--- config.mk ---
export PLATFORM = sky130hd
export DESIGN_NAME = sdsi_ctrl
export DESIGN_NICKNAME = d
export VERILOG_FILES = /design/src/core/sdsi_ctrl.v
export VERILOG_INCLUDE_DIRS = /design/src /design/src/inc
export SDC_FILE = /design/constraint.sdc
export NUM_CORES = 1
export LEC_CHECK = 0
export CORE_MARGIN = 2
export CORE_UTILIZATION = 59
export CTS_CLUSTER_SIZE = 20
export DETAILED_ROUTE_END_ITERATION = 10
export DONT_BUFFER_PORTS = 1
export PLACE_DENSITY = 0.83
export SLEW_MARGIN = 20
export SYNTH_ARGS = -nofsm -noshare
export SYNTH_HDL_FRONTEND = slang
export SYNTH_SLANG_ARGS = --single-unit
export TNS_END_PERCENT = 5
--- constraint.sdc ---
create_clock -name i_clk -period 3.6 [get_ports i_clk]
set_input_delay 0.36 -clock i_clk [delete_from_list [all_inputs] [get_ports i_clk]]
set_output_delay 0.36 -clock i_clk [all_outputs]
set_load 0.005 [all_outputs]
--- src/inc/sdsi_regs.vh ---
`ifndef SDSI_REGS_VH
`define SDSI_REGS_VH
// sdram command codes as {ras_n, cas_n, we_n}
`define SDSI_CMD_ACT 3'h3
`define SDSI_CMD_RD 3'h5
`define SDSI_CMD_WR 3'h4
`define SDSI_CMD_PRE 3'h2
`define SDSI_CMD_REF 3'h1
`define SDSI_CMD_MRS 3'h0
// normal space strobes: ras/cas idle, we_n is the rd/wr line
`define SDSI_CMD_NRD 3'h7
`define SDSI_CMD_NWR 3'h6
`define SDSI_INIT_REFS 4'h8
`define SDSI_MRS_BA 2'h0
`define SDSI_EMRS_BA 2'h1
`define SDSI_COL_MIN 5'h08
`define SDSI_ROW_MIN 5'h0b
`define SDSI_SP_BOOT 3'h0
`define SDSI_SP_AREA2 3'h2
`define SDSI_SP_AREA3 3'h3
`define SDSI_SP_NONE 3'h7
`define SDSI_SZ_BYTE 2'h0
`define SDSI_SZ_WORD 2'h1
`define SDSI_SZ_LONG 2'h2
`endif

--- src/core/sdsi_ctrl.v ---
`timescale 1ns/1ps
`include "sdsi_regs.vh"
module sdsi_ctrl (
    input wire i_clk,
    input wire i_rst,
    input wire i_ce,
    input wire i_req,
    input wire i_mode_req,
    input wire i_mode_ext,
    input wire i_we,
    input wire [1:0] i_size,
    input wire [28:0] i_addr,
    input wire [31:0] i_wdata,
    input wire i_sdram_area2,
    input wire i_sdram_area3,
    input wire [6:0] i_bus16,
    input wire [27:0] i_wait,
    input wire [2:0] i_idle_rws,
    input wire [2:0] i_idle_rwd,
    input wire [2:0] i_idle_rrs,
    input wire [2:0] i_idle_rrd,
    input wire [2:0] i_idle_wr,
    input wire [1:0] i_row_sel,
    input wire [1:0] i_col_sel,
    input wire i_bank_active,
    input wire i_refresh_en,
    input wire i_self_refresh,
    input wire [15:0] i_ref_interval,
    input wire [3:0] i_trp,
    input wire [3:0] i_trc,
    input wire [3:0] i_trcd,
    input wire [3:0] i_cas_lat,
    input wire i_low_freq,
    input wire i_power_down,
    input wire [15:0] i_dq,
    output reg [31:0] o_rdata,
    output reg o_done,
    output reg o_busy,
    output reg [6:0] o_cs_n,
    output reg o_ras_n,
    output reg o_cas_n,
    output reg o_we_n,
    output reg o_cke,
    output reg [12:0] o_addr,
    output reg [1:0] o_ba,
    output reg [15:0] o_dq,
    output reg o_dq_oe_n,
    output reg [1:0] o_dqm
);
    localparam S_IDLE = 4'h0;
    localparam S_WAIT = 4'h1;
    localparam S_BEAT = 4'h2;
    localparam S_NRM = 4'h3;
    localparam S_RW = 4'h4;
    localparam S_CAP = 4'h5;
    localparam S_END = 4'h6;
    localparam S_PRECHARGE_ALL_CMD = 4'h7;
    localparam S_REF = 4'h8;
    localparam S_MRS = 4'h9;
    localparam S_SREF = 4'ha;
    localparam S_SELF = 4'hb;
    localparam S_FIN = 4'hc;

    reg [3:0] state_q;
    reg [3:0] nxt_q;
    reg [3:0] after_precharge_all_cmd_q;
    reg [3:0] wcnt_q;
    reg [3:0] mcnt_q;
    reg [2:0] sp_q;
    reg [25:0] a_q;
    reg we_q;
    reg [1:0] sz_q;
    reg [31:0] wsh_q;
    reg [2:0] beats_q;
    reg mext_q;
    reg minit_q;
    reg dflag_q;
    reg prev_v_q;
    reg [2:0] last_sp_q;
    reg last_we_q;
    reg open_q;
    reg [1:0] open_bank_q;
    reg [12:0] open_row_q;
    reg [15:0] rcnt_q;
    reg rpend_q;

    wire [6:0] sd_mask = {3'h0, i_sdram_area3, i_sdram_area2, 2'h0};
    wire sd_any = i_sdram_area2 | i_sdram_area3;
    wire [6:0] sp_hot = 7'h01 << sp_q;
    wire w16 = (sp_q == `SDSI_SP_BOOT) | i_bus16[sp_q];
    wire is_sd = ((sp_q == `SDSI_SP_AREA3) & i_sdram_area3)
               | ((sp_q == `SDSI_SP_AREA2) & i_sdram_area2);
    wire bact = i_bank_active & (sp_q == `SDSI_SP_AREA3);
    wire wide = w16 & (sz_q != `SDSI_SZ_BYTE);
    wire [25:0] wa = w16 ? {1'b0, a_q[25:1]} : a_q;
    wire [12:0] row = row_of(wa);
    wire [1:0] bank = bank_of(wa);
    wire [7:0] lane = (w16 & ~a_q[0]) ? i_dq[15:8] : i_dq[7:0];

    // row sits above the column bits, bank above the row bits
    function [12:0] row_of;
        input [25:0] w;
        reg [25:0] t;
        begin
            t = w >> (`SDSI_COL_MIN + {3'h0, i_col_sel});
            row_of = t[12:0] & ~(13'h1fff << (`SDSI_ROW_MIN + {3'h0, i_row_sel}));
        end
    endfunction

    function [1:0] bank_of;
        input [25:0] w;
        reg [25:0] t;
        begin
            t = w >> (`SDSI_COL_MIN + `SDSI_ROW_MIN + {3'h0, i_col_sel}
                + {3'h0, i_row_sel});
            bank_of = t[1:0];
        end
    endfunction

    function [9:0] col_of;
        input [25:0] w;
        begin
            col_of = w[9:0] & ~(10'h3ff << (`SDSI_COL_MIN + {3'h0, i_col_sel}));
        end
    endfunction

    function [2:0] gap_of;
        input [2:0] sp;
        input we;
        begin
            if (last_we_q)
                gap_of = i_idle_wr;
            else if (we)
                gap_of = (sp == last_sp_q) ? i_idle_rws : i_idle_rwd;
            else
                gap_of = (sp == last_sp_q) ? i_idle_rrs : i_idle_rrd;
        end
    endfunction

    task issue;
        input [6:0] csm;
        input [2:0] c;
        begin
            o_cs_n <= ~csm;
            o_ras_n <= c[2];
            o_cas_n <= c[1];
            o_we_n <= c[0];
        end
    endtask

    task go;
        input [3:0] n;
        input [3:0] s;
        begin
            if (n == 4'h0) begin
                state_q <= s;
            end else begin
                state_q <= S_WAIT;
                wcnt_q <= n;
                nxt_q <= s;
            end
        end
    endtask

    always @(posedge i_clk) begin
        if (i_rst) begin
            state_q <= S_IDLE;
            nxt_q <= S_IDLE;
            after_precharge_all_cmd_q <= S_IDLE;
            wcnt_q <= 4'h0;
            mcnt_q <= 4'h0;
            sp_q <= 3'h0;
            a_q <= 26'h000_0000;
            we_q <= 1'b0;
            sz_q <= 2'h0;
            wsh_q <= 32'h0000_0000;
            beats_q <= 3'h0;
            mext_q <= 1'b0;
            minit_q <= 1'b0;
            dflag_q <= 1'b0;
            prev_v_q <= 1'b0;
            last_sp_q <= 3'h0;
            last_we_q <= 1'b0;
            open_q <= 1'b0;
            open_bank_q <= 2'h0;
            open_row_q <= 13'h0000;
            rcnt_q <= 16'h0000;
            rpend_q <= 1'b0;
            o_rdata <= 32'h0000_0000;
            o_done <= 1'b0;
            o_busy <= 1'b0;
            o_cs_n <= 7'h7f;
            o_ras_n <= 1'b1;
            o_cas_n <= 1'b1;
            o_we_n <= 1'b1;
            o_cke <= 1'b1;
            o_addr <= 13'h0000;
            o_ba <= 2'h0;
            o_dq <= 16'h0000;
            o_dq_oe_n <= 1'b1;
            o_dqm <= 2'h3;
        end else if (i_ce) begin
            o_done <= 1'b0;
            o_cs_n <= 7'h7f;
            o_ras_n <= 1'b1;
            o_cas_n <= 1'b1;
            o_we_n <= 1'b1;
            o_dq_oe_n <= 1'b1;
            if (i_refresh_en && sd_any && state_q != S_SELF) begin
                if (rcnt_q == 16'h0000) begin
                    rcnt_q <= i_ref_interval;
                    rpend_q <= 1'b1;
                end else begin
                    rcnt_q <= rcnt_q - 16'h0001;
                end
            end
            case (state_q)
                S_IDLE: begin
                    minit_q <= 1'b0;
                    if (i_mode_req) begin
                        // write data is dropped, only the address counts
                        sp_q <= i_addr[28:26];
                        a_q <= i_addr[25:0];
                        mext_q <= i_mode_ext;
                        minit_q <= 1'b1;
                        mcnt_q <= `SDSI_INIT_REFS;
                        dflag_q <= 1'b1;
                        o_busy <= 1'b1;
                        o_cke <= 1'b1;
                        after_precharge_all_cmd_q <= S_REF;
                        state_q <= S_PRECHARGE_ALL_CMD;
                    end else if (i_req) begin
                        sp_q <= i_addr[28:26];
                        a_q <= i_addr[25:0];
                        we_q <= i_we;
                        sz_q <= i_size;
                        // read data is right aligned, stale upper bits cleared
                        if (!i_we)
                            o_rdata <= 32'h0000_0000;
                        dflag_q <= 1'b1;
                        o_busy <= 1'b1;
                        o_cke <= 1'b1;
                        if (i_size == `SDSI_SZ_LONG)
                            wsh_q <= i_wdata;
                        else if (i_size == `SDSI_SZ_WORD)
                            wsh_q <= {i_wdata[15:0], 16'h0000};
                        else
                            wsh_q <= {i_wdata[7:0], 24'h00_0000};
                        go(prev_v_q ? {1'b0, gap_of(i_addr[28:26], i_we)} : 4'h0,
                            S_BEAT);
                    end else if (rpend_q || (i_self_refresh && sd_any)) begin
                        dflag_q <= 1'b0;
                        o_busy <= 1'b1;
                        o_cke <= 1'b1;
                        after_precharge_all_cmd_q <= rpend_q ? S_REF : S_SREF;
                        state_q <= S_PRECHARGE_ALL_CMD;
                    end else begin
                        o_cke <= ~(i_power_down & sd_any);
                    end
                end
                S_WAIT: begin
                    if (wcnt_q <= 4'h1)
                        state_q <= nxt_q;
                    else
                        wcnt_q <= wcnt_q - 4'h1;
                end
                S_PRECHARGE_ALL_CMD: begin
                    issue(sd_mask, `SDSI_CMD_PRE);
                    o_addr <= 13'h0400;
                    open_q <= 1'b0;
                    go(i_trp, after_precharge_all_cmd_q);
                end
                S_REF: begin
                    issue(sd_mask, `SDSI_CMD_REF);
                    rpend_q <= (i_refresh_en && rcnt_q == 16'h0000);
                    if (minit_q) begin
                        mcnt_q <= mcnt_q - 4'h1;
                        go(i_trc, (mcnt_q > 4'h1) ? S_REF : S_MRS);
                    end else begin
                        go(i_trc, S_FIN);
                    end
                end
                S_MRS: begin
                    // mode value comes from the low access address bits
                    issue(sp_hot, `SDSI_CMD_MRS);
                    o_addr <= {1'b0, a_q[11:0]};
                    o_ba <= mext_q ? `SDSI_EMRS_BA : `SDSI_MRS_BA;
                    go(i_trc, S_FIN);
                end
                S_SREF: begin
                    issue(sd_mask, `SDSI_CMD_REF);
                    o_cke <= 1'b0;
                    state_q <= S_SELF;
                end
                S_SELF: begin
                    if (!i_self_refresh) begin
                        o_cke <= 1'b1;
                        rcnt_q <= i_ref_interval;
                        go(i_trc, S_FIN);
                    end
                end
                S_BEAT: begin
                    o_dq <= wide ? wsh_q[31:16] : {wsh_q[31:24], wsh_q[31:24]};
                    o_dqm <= wide ? 2'h0 : (!w16 ? 2'h2 : (a_q[0] ? 2'h2 : 2'h1));
                    if (sp_q == `SDSI_SP_NONE) begin
                        state_q <= S_FIN;
                    end else if (!is_sd) begin
                        issue(sp_hot, we_q ? `SDSI_CMD_NWR : `SDSI_CMD_NRD);
                        o_addr <= a_q[12:0];
                        o_dq_oe_n <= ~we_q;
                        wcnt_q <= i_wait[{sp_q, 2'h0} +: 4];
                        state_q <= S_NRM;
                    end else if (bact && open_q && open_bank_q == bank
                            && open_row_q == row) begin
                        state_q <= S_RW;
                    end else if (bact && open_q) begin
                        after_precharge_all_cmd_q <= S_BEAT;
                        state_q <= S_PRECHARGE_ALL_CMD;
                    end else begin
                        issue(sp_hot, `SDSI_CMD_ACT);
                        o_addr <= row;
                        o_ba <= bank;
                        open_q <= bact;
                        open_bank_q <= bank;
                        open_row_q <= row;
                        go(i_trcd, S_RW);
                    end
                end
                S_NRM: begin
                    // strobe ends with the cycle in which the data is taken
                    if (wcnt_q == 4'h0) begin
                        if (!we_q)
                            o_rdata <= wide ? {o_rdata[15:0], i_dq}
                                : {o_rdata[23:0], lane};
                        state_q <= S_END;
                    end else begin
                        issue(sp_hot, we_q ? `SDSI_CMD_NWR : `SDSI_CMD_NRD);
                        o_dq_oe_n <= ~we_q;
                        wcnt_q <= wcnt_q - 4'h1;
                    end
                end
                S_RW: begin
                    issue(sp_hot, we_q ? `SDSI_CMD_WR : `SDSI_CMD_RD);
                    o_addr <= {2'h0, ~bact, col_of(wa)};
                    o_ba <= bank;
                    o_dq_oe_n <= ~we_q;
                    if (we_q)
                        go(bact ? 4'h0 : i_trp, S_END);
                    else
                        go((i_low_freq && i_cas_lat != 4'h0) ? i_cas_lat - 4'h1
                            : i_cas_lat, S_CAP);
                end
                S_CAP: begin
                    o_rdata <= wide ? {o_rdata[15:0], i_dq} : {o_rdata[23:0], lane};
                    go(bact ? 4'h0 : i_trp, S_END);
                end
                S_END: begin
                    wsh_q <= wide ? {wsh_q[15:0], 16'h0000} : {wsh_q[23:0], 8'h00};
                    a_q <= a_q + (wide ? 26'h000_0002 : 26'h000_0001);
                    if (beats_q > 3'h1) begin
                        beats_q <= beats_q - 3'h1;
                        state_q <= S_BEAT;
                    end else begin
                        prev_v_q <= 1'b1;
                        last_sp_q <= sp_q;
                        last_we_q <= we_q;
                        state_q <= S_FIN;
                    end
                end
                S_FIN: begin
                    o_busy <= 1'b0;
                    o_done <= dflag_q;
                    state_q <= S_IDLE;
                end
                default: begin
                    state_q <= S_IDLE;
                end
            endcase
            // beat count is fixed from the requested size and port width when the request is taken, before the first beat
            if (state_q == S_IDLE && i_req && !i_mode_req) begin
                if (i_size == `SDSI_SZ_LONG)
                    beats_q <= ((i_addr[28:26] == `SDSI_SP_BOOT)
                        | i_bus16[i_addr[28:26]]) ? 3'h2 : 3'h4;
                else if (i_size == `SDSI_SZ_WORD)
                    beats_q <= ((i_addr[28:26] == `SDSI_SP_BOOT)
                        | i_bus16[i_addr[28:26]]) ? 3'h1 : 3'h2;
                else
                    beats_q <= 3'h1;
            end
        end
    end
endmodule

==> results by group, run 1 <==
Status
  – Status: complete, no violations

Synth
  – Syn avg cell area: 7.18 um^2
  – Syn Nets: 2039
  – Synthesis Warnings: 0
  – Top_reg_cell synth: dfxtp_1
  – Post-synthesis cell type count: 80
  – Syn Std Cell Area: 13200 um^2
  – Sequential area share after synthesis: 0.310
  – EDFF count, synth: 0
  – Asr flop ratio synth: 0
  – Cells after Synth: 1842
  – Synth Register Bits: 205

Placed design
  – Port Buffers: 0
  – Final GP Congestion: 0.989
  – Cell count after placement: 2043
  – Hpwl dp: 31600 um
  – Placement Cell Area: 13500 um^2

Clock tree
  – Clk sinks: 205
  – Latest clock arrival within the worst-skew pair: 520 ps
  – Clock Tree Root: clkbuf_16
  – Clk buf depth: 3
  – Reg clk slew, reported paths: 60 ps
  – CTS tree: built
  – Cts bufs inserted: 24
  – H-tree Lvls: 1

Worst setup path
  – Crit Path Max Fanout: 24
  – Crit end category: flip-flop
  – CP startpoint kind: flip-flop
  – Slowest stage cell, crit path: dfxtp_1
  – Crit path required time: 4050 ps
  – Crit path DAT: 3860 ps
  – Sum of buffers and inverters on the critical path: 3
  – CP top delay family: buffers and inverters
  – Kind of critical path: reg2reg
  – Reg2reg setup slack: 190 ps
  – CP Cell Sequence: buf_4, nor2b_1, a21oi_1, a21oi_1, buf_4, o21ai_0, a211oi_1, dlygate4sd3_1
  – CP max stage delay: 810 ps

STA
  – Final Hold Viols: 0
  – Tcrit/Tclk final: 0.948
  – Worst slew pin tran: 1130 ps
  – Clock skew: 14.1 ps
  – Fmax: 293 MHz
  – Sum Neg Setup Slack: 0 ps
  – Max-slew violation count: 0
  – Tmin final: 3410 ps
  – Relative slew slack: 0.241
  – Setup Viol. Count Final: 0
  – RSZ-0062 raised after global routing: no

Cells and area
  – Area Overhead vs Synth: 9.86%
  – Antenna cell count: 0
  – Nets: 2009
  – Share of layout cells above drive strength 1: 0.0821
  – Non-Filler Instances: 2107
  – Fin area: 14500 um^2
  – Fill cell count: 1961
  – Utilization after layout: 0.663

Route
  – DRT iter0 DRCs: 1849
  – DR DRC count: 0
  – Vias per std cell: 6.75
  – Avg WL per Cell: 21.2 um
  – Detailed Route WL: 44700 um
  – Via Count: 14.2k
  – Pre-antenna DRT Iters: 8
  – Final ANT Viol Nets: 0

Power
  – PwrDens: 552 nW/um^2
  – Worst VDD drop: 370 uV
  – Leakage: 5.05 nW

Floorplanning
  – I/O pin total: 258
  – Std-Cell Rows: 54
  – Full die area: 23600 um^2
  – Starting density of the core: 0.604
  – Placeable core area: 21900 um^2
  – Die H: 154 um
  – DIE WIDTH: 154 um

GRT
  – Largest net degree at the start of global routing: 187
  – Initial antenna violation count: 0
  – Global-route wire length before repair: 69800 um
  – Total grt overflow: 0
  – Vias in the first global route: 12.8k
  – Total Routing Usage GR: 0.357

Flow run
  – Max cap viols: 0

Min path
  – HP Class: in2reg
==> synth_stat cells, drive strengths merged, types with 4 or more instances <==
master | number | area, um^2
nor3b | 4 | 30.0
ha | 17 | 213
a32oi | 4 | 35.0
a21o | 5 | 37.5
mux2 | 5 | 56.3
a221oi | 18 | 158
a311oi | 33 | 289
o41ai | 4 | 42.6
xnor2 | 14 | 123
a2111oi | 7 | 61.3
and3 | 7 | 43.8
dfxtp | 205 | 4100
o211ai | 15 | 118
nand4 | 15 | 100
or3 | 11 | 68.8
nand3 | 51 | 255
a221o | 6 | 60.1
xor2 | 6 | 52.6
a31oi | 17 | 106
o221ai | 7 | 61.3
a222oi | 6 | 60.1
nor2 | 262 | 983
nor2b | 24 | 150
inv | 35 | 131
a21oi | 195 | 976
nand2 | 275 | 1030
nor3 | 56 | 285
nand3b | 18 | 135
nand2b | 32 | 200
a211oi | 58 | 440
nor4 | 17 | 113
mux2i | 44 | 440
o2111ai | 7 | 61.3
o22ai | 16 | 100
o21ai | 109 | 549
buf | 27 | 138
or2 | 8 | 50.1
mux4 | 13 | 293
o31ai | 7 | 52.6
a22oi | 14 | 105
and2 | 9 | 56.3
clkbuf | 114 | 428
==> per-stage QoR <==
stage	setup WS (ps)	total power, W	hold WS [ps]
after CTS	49.1	0.00794	0.266
after global placement	41.8	0.00555	442
after floorplan	-10.5	0.00480	430
after global routing	0.131	0.00839	12.8
final	188	0.00802	12.5
after detailed placement	-13.1	0.00559	444
==> logic make-up after synthesis <==
| family | share of synthesized area |
|---|---|
| and+or+nand+nor | 0.273 |
| AOI/OAI and AO/OA | 0.274 |
| DFF | 0.310 |
| buffers and inverters | 0.0527 |
| muxes | 0.0597 |
| xor gates and xnor gates | 0.0133 |
| adders and majority gates | 0.0176 |
==> layout by cell type (no fill, tap or decap), types with 21 or more instances in the layout <==
cell type and count:
a311oi_1 33, nand2_1 275, o21ai_0 105, nor3_1 54
nand3_1 51, dfxtp_1 203, clkbuf_16 24, nor2_1 260
buf_4 63, nand2b_1 32, a21oi_1 194, dlygate4sd3_1 21
mux2i_1 43, nor2b_1 24, a211oi_1 57, inv_1 34
==> final cells by class <==
class	count	area [um^2]	share of cell area
clock buffers	34	688	0.0474
clock inverters	7	52.6	0.00362
inverters	35	131	0.00905
multi-input cells	1461	8480	0.584
flip-flops and latches	205	4110	0.283
well taps	280	350	0.0241
repair buffers	85	711	0.0489
==> metal layers <==
| layer | wire [um] | part of all wire | GRT usage | up-vias |
|---|---|---|---|---|
| li1 | - | - | - | 6649 |
| met1 | 18300 | 0.41 | 0.486 | 6619 |
| met2 | 20400 | 0.46 | 0.576 | 855 |
| met3 | 4620 | 0.10 | 0.0722 | 109 |
| met4 | 1340 | 0.030 | 0.103 | 0 |
| met5 | 0 | 0 | 0 | - |
==> what timing repair did <==
action                                 4_1_cts  5_1_grt
hold buffers                                21        1
resized for setup                            0        3
setup buffers                                0        1
endpoints found under the hold margin      188        1
setup endpoints to repair                    0        4
==> worst paths after layout <==
check                  start         to  cells after the start
setup / recovery  state_q[3]  rcnt_q[4]                      8
hold / removal          i_ce  o_cs_n[4]                      2
setup reg to reg  state_q[3]  rcnt_q[4]                      8
hold reg to reg     nxt_q[0]   nxt_q[0]                      2
==> sequential cells by signal (all words and copies together), names as in the netlist, 2 cells and up <==
signal / flops
o_rdata: 32
wsh_q: 32
a_q: 26
o_dq: 16
rcnt_q: 16
o_addr: 13
open_row_q: 13
o_cs_n: 7
mcnt_q: 4
nxt_q: 4
state_q: 4
wcnt_q: 4
beats_q: 3
last_sp_q: 3
sp_q: 3
after_precharge_all_cmd_q: 2
o_ba: 2
o_dqm: 2
open_bank_q: 2
sz_q: 2
==> worst reg2reg max path, stage by stage (launching register included) <==
cell and delay (ps):
dfxtp_1 810, buf_4 390, nor2b_1 430, a21oi_1 300, a21oi_1 200, buf_4 250, o21ai_0 100, a211oi_1 270
dlygate4sd3_1 600
==> power breakdown <==
group	switching [W]	total, W	internal (W)
Sequential	0.000343	0.00284	0.00249
Combinational	0.00180	0.00288	0.00108
Clock	0.000970	0.00230	0.00133
(Power assumes the default switching activity.)
==> inputs of run 2 (changes only) <==
- ABC_AREA: unset -> 1
- ABC_CLOCK_PERIOD_IN_PS: unset -> 3600
==> results by group, run 2 <==
Clock tree
  – Clock Tree Root: clkbuf_16 (unchanged)
  – Clk buf depth: 3 (unchanged)
  – Clk sinks: 205 (unchanged)
  – CTS tree: built (unchanged)
  – Cts bufs inserted: 24 (unchanged)
  – Reg clk slew, reported paths: 60 ps (about the same)
  – H-tree Lvls: 1 (unchanged)
  – Latest clock arrival within the worst-skew pair: 520 ps (about the same)

Cells and area
  – Antenna cell count: 0 (unchanged)
  – Most frequent cells in the layout: 417 x nand2_1, 212 x o21ai_0, 202 x dfxtp_1 (was 275 x nand2_1, 260 x nor2_1, 203 x dfxtp_1)
  – Most common cell after layout, fill and taps aside: nand2_1 (unchanged)
  – Regs by FF count: o_rdata x32, wsh_q x32, a_q x26 (unchanged)
  – Share of layout cells above drive strength 1: 0.0695 (was 0.0821)
  – Area Overhead vs Synth: 8.99% (was 9.86%)
  – Nets: 2224 (was 2009)

STA
  – Max-slew violation count: 0 (unchanged)
  – Tcrit/Tclk final: 0.926 (was 0.948)
  – Final Hold Viols: 0 (unchanged)
  – Fmax: 300 MHz (was 293 MHz)
  – Relative slew slack: 0.471 (was 0.241)
  – Setup Viol. Count Final: 0 (unchanged)
  – Worst slew pin tran: 787 ps (was 1130 ps)
  – Hold slack: 9.81 ps (was 12.5 ps)
  – Tmin final: 3340 ps (was 3410 ps)
  – Setup ws final: 265 ps (was 188 ps)
  – Clock skew: 14.3 ps (was 14.1 ps)

Route
  – Vias per std cell: 6.21 (was 6.75)
  – DRT iter0 DRCs: 1634 (was 1849)
  – Pre-antenna DRT Iters: 7 (was 8)
  – DR DRC count: 0 (unchanged)
  – Avg WL per Cell: 17.9 um (was 21.2 um)
  – Via Count: 14.4k (was 14.2k)
  – Final ANT Viol Nets: 0 (unchanged)
  – Detailed Route WL: 41600 um (was 44700 um)

Synth
  – Asr flop ratio synth: 0 (unchanged)
  – Syn Std Cell Area: 13200 um^2 (about the same)
  – Top_reg_cell synth: dfxtp_1 (unchanged)
  – Top cell type by total area after synthesis: dfxtp_1 (unchanged)
  – Post-synth top cells: 419 x nand2_1, 213 x o21ai_0, 205 x dfxtp_1 (was 275 x nand2_1, 262 x nor2_1, 205 x dfxtp_1)
  – Syn Nets: 2254 (was 2039)
  – Syn avg cell area: 6.39 um^2 (was 7.18 um^2)
  – EDFF count, synth: 0 (unchanged)
  – Cells after Synth: 2057 (was 1842)
  – Main area contributors after synthesis: dfxtp_1 31%, nand2_1 12%, o21ai_0 8.1% (was dfxtp_1 31%, nand2_1 7.8%, nor2_1 7.4%)
  – Synth top area share: 0.312 (was 0.310)
  – Synthesis Warnings: 0 (unchanged)
  – Synth Register Bits: 205 (unchanged)
  – Count leader, synth: nand2_1 (unchanged)
  – Post-synthesis cell type count: 60 (was 80)
  – Sequential area share after synthesis: 0.312 (was 0.310)

Power
  – Worst VDD drop: 366 uV (was 370 uV)
  – PwrDens: 542 nW/um^2 (was 552 nW/um^2)
  – Leakage: 5.64 nW (was 5.05 nW)

Worst setup path
  – CP max stage delay: 380 ps (was 810 ps)
  – Cell mode on critical path: nand2_1
  – Crit path DAT: 3730 ps (was 3860 ps)
  – Kind of critical path: reg2reg (unchanged)
  – Register-to-Register Path Depth: 24 (was 8)
  – Crit Path Max Fanout: 7 (was 24)
  – CP startpoint kind: flip-flop (unchanged)
  – Slowest stage cell, crit path: dfxtp_4 (was dfxtp_1)
  – Crit end category: flip-flop (unchanged)
  – CP Cell Sequence: inv_1, o21ai_2, nand2_2, nor2_8, nand2_4, o21ai_4, inv_2, ha_1, nand2_1, nand2_1, nand2_1, nor2_1, nand2_1, nor2_2, nand3_2, nor2_4, nand3_2, nor2_4, nand2_2, nor4_4, nand2_1, xor2_1, o21ai_0, a21oi_1 (was buf_4, nor2b_1, a21oi_1, a21oi_1, buf_4, o21ai_0, a211oi_1, dlygate4sd3_1)
  – Crit path required time: 3990 ps (was 4050 ps)

Floorplanning
  – Placeable core area: 21800 um^2 (was 21900 um^2)
  – Full die area: 23500 um^2 (was 23600 um^2)
  – Die H: 153 um (was 154 um)
  – Std-Cell Rows: 54 (unchanged)
  – I/O pin total: 258 (unchanged)
  – Starting density of the core: 0.603 (was 0.604)
  – DIE WIDTH: 153 um (was 154 um)

Placed design
  – Final GP Congestion: 1.01 (was 0.989)
  – Port Buffers: 0 (unchanged)
  – Hpwl dp: 29600 um (was 31600 um)
  – Pre-CTS WS: 112 ps (was -13.1 ps)

Min path
  – HP Class: in2reg (unchanged)
  – Min-Delay Path Depth: 2 (unchanged)

GRT
  – Total Routing Usage GR: 0.339 (was 0.357)
  – Largest net degree at the start of global routing: 112 (was 187)
  – Total grt overflow: 0 (unchanged)
  – Vias in the first global route: 13.1k (was 12.8k)
  – Global-route wire length before repair: 66700 um (was 69800 um)
  – Initial antenna violation count: 0 (unchanged)

Flow run
  – Max cap viols: 0 (unchanged)

Status
  – Status: complete, no violations (unchanged)
## run 2: cell types whose count changed in the layout (fill, tap and decap cells not counted), sizes merged, moves of 43 or more
cell	delta
nand2	+153
o21ai	+110
nand3	+131
o211ai	+43
mux2i	-44
a211oi	-48
nor2	-48
inv	+174
## run 2: path summary, 6_finish.rpt
kind / start / slack (ps) / end
setup reg to reg: sp_q[2] / 260 / a_q[23]
setup / recovery: sp_q[2] / 260 / a_q[23]
hold reg to reg: dflag_q / 460 / o_done
hold / removal: i_wdata[1] / 10 / wsh_q[1]
## run 2: area by class of cell
| class | instances | area [um^2] |
|---|---|---|
| multi-input cells | 1531 | 7820 |
| fillers | 2013 | 7490 |
| flip-flops and latches | 205 | 4120 |
| inverters | 214 | 806 |
| clock buffers | 32 | 702 |
| repair buffers | 51 | 433 |
| well taps | 280 | 350 |
| clock inverters | 10 | 104 |
## run 2: what timing repair did
action / CTS / global route
resized for setup: 0 / 16
hold endpoints to repair: 124 / 1
hold buffers: 12 / 1
endpoints found under the setup margin: 0 / 9
buffers inserted: 0 / 3
## run 2: logic make-up after synthesis
group	Yosys count	synth area share
AOI/OAI and AO/OA	611	0.272
xor gates and xnor gates	20	0.0133
adders and majority gates	18	0.0177
buffers and inverters	321	0.0974
DFF	205	0.312
and+or+nand+nor	882	0.288
## run 2: where the power goes
| part | total [W] | internal [W] | leakage, nW | switching, W |
|---|---|---|---|---|
| sequential | 0.00274 | 0.00250 | 1.67 | 0.000235 |
| combinational | 0.00254 | 0.000786 | 3.57 | 0.00175 |
| clock | 0.00249 | 0.00150 | 0.406 | 0.000990 |
## run 2: through the flow
stage	instance area, um^2	total power (W)	util	setup TNS (ps)	std cells
6_report	14300	0.00777	0.657	0	2323
2_1_floorplan	13200	0.00462	-	-136	2057
3_5_place_dp	13300	0.00519	0.610	0	2265
5_1_grt	14300	0.00821	0.657	-101	2323
3_3_place_gp	13300	0.00514	0.610	0	2265
4_1_cts	14300	0.00772	0.653	0	2319
## run 2: worst max-delay path: cells and delay by family (launching register included)
family	cells	cell delay [ps]
simple gates	16	1810
compound gates	4	470
flops	1	380
fa+ha+maj	1	270
xor+xnor	1	150
buf+inv	2	130
## run 2: routing by layer
layer / routed length (um) / global-route usage
met1: 17300 / 0.462
met2: 18900 / 0.536
met3: 4020 / 0.0598
met4: 1400 / 0.126
met5: 0 / 0
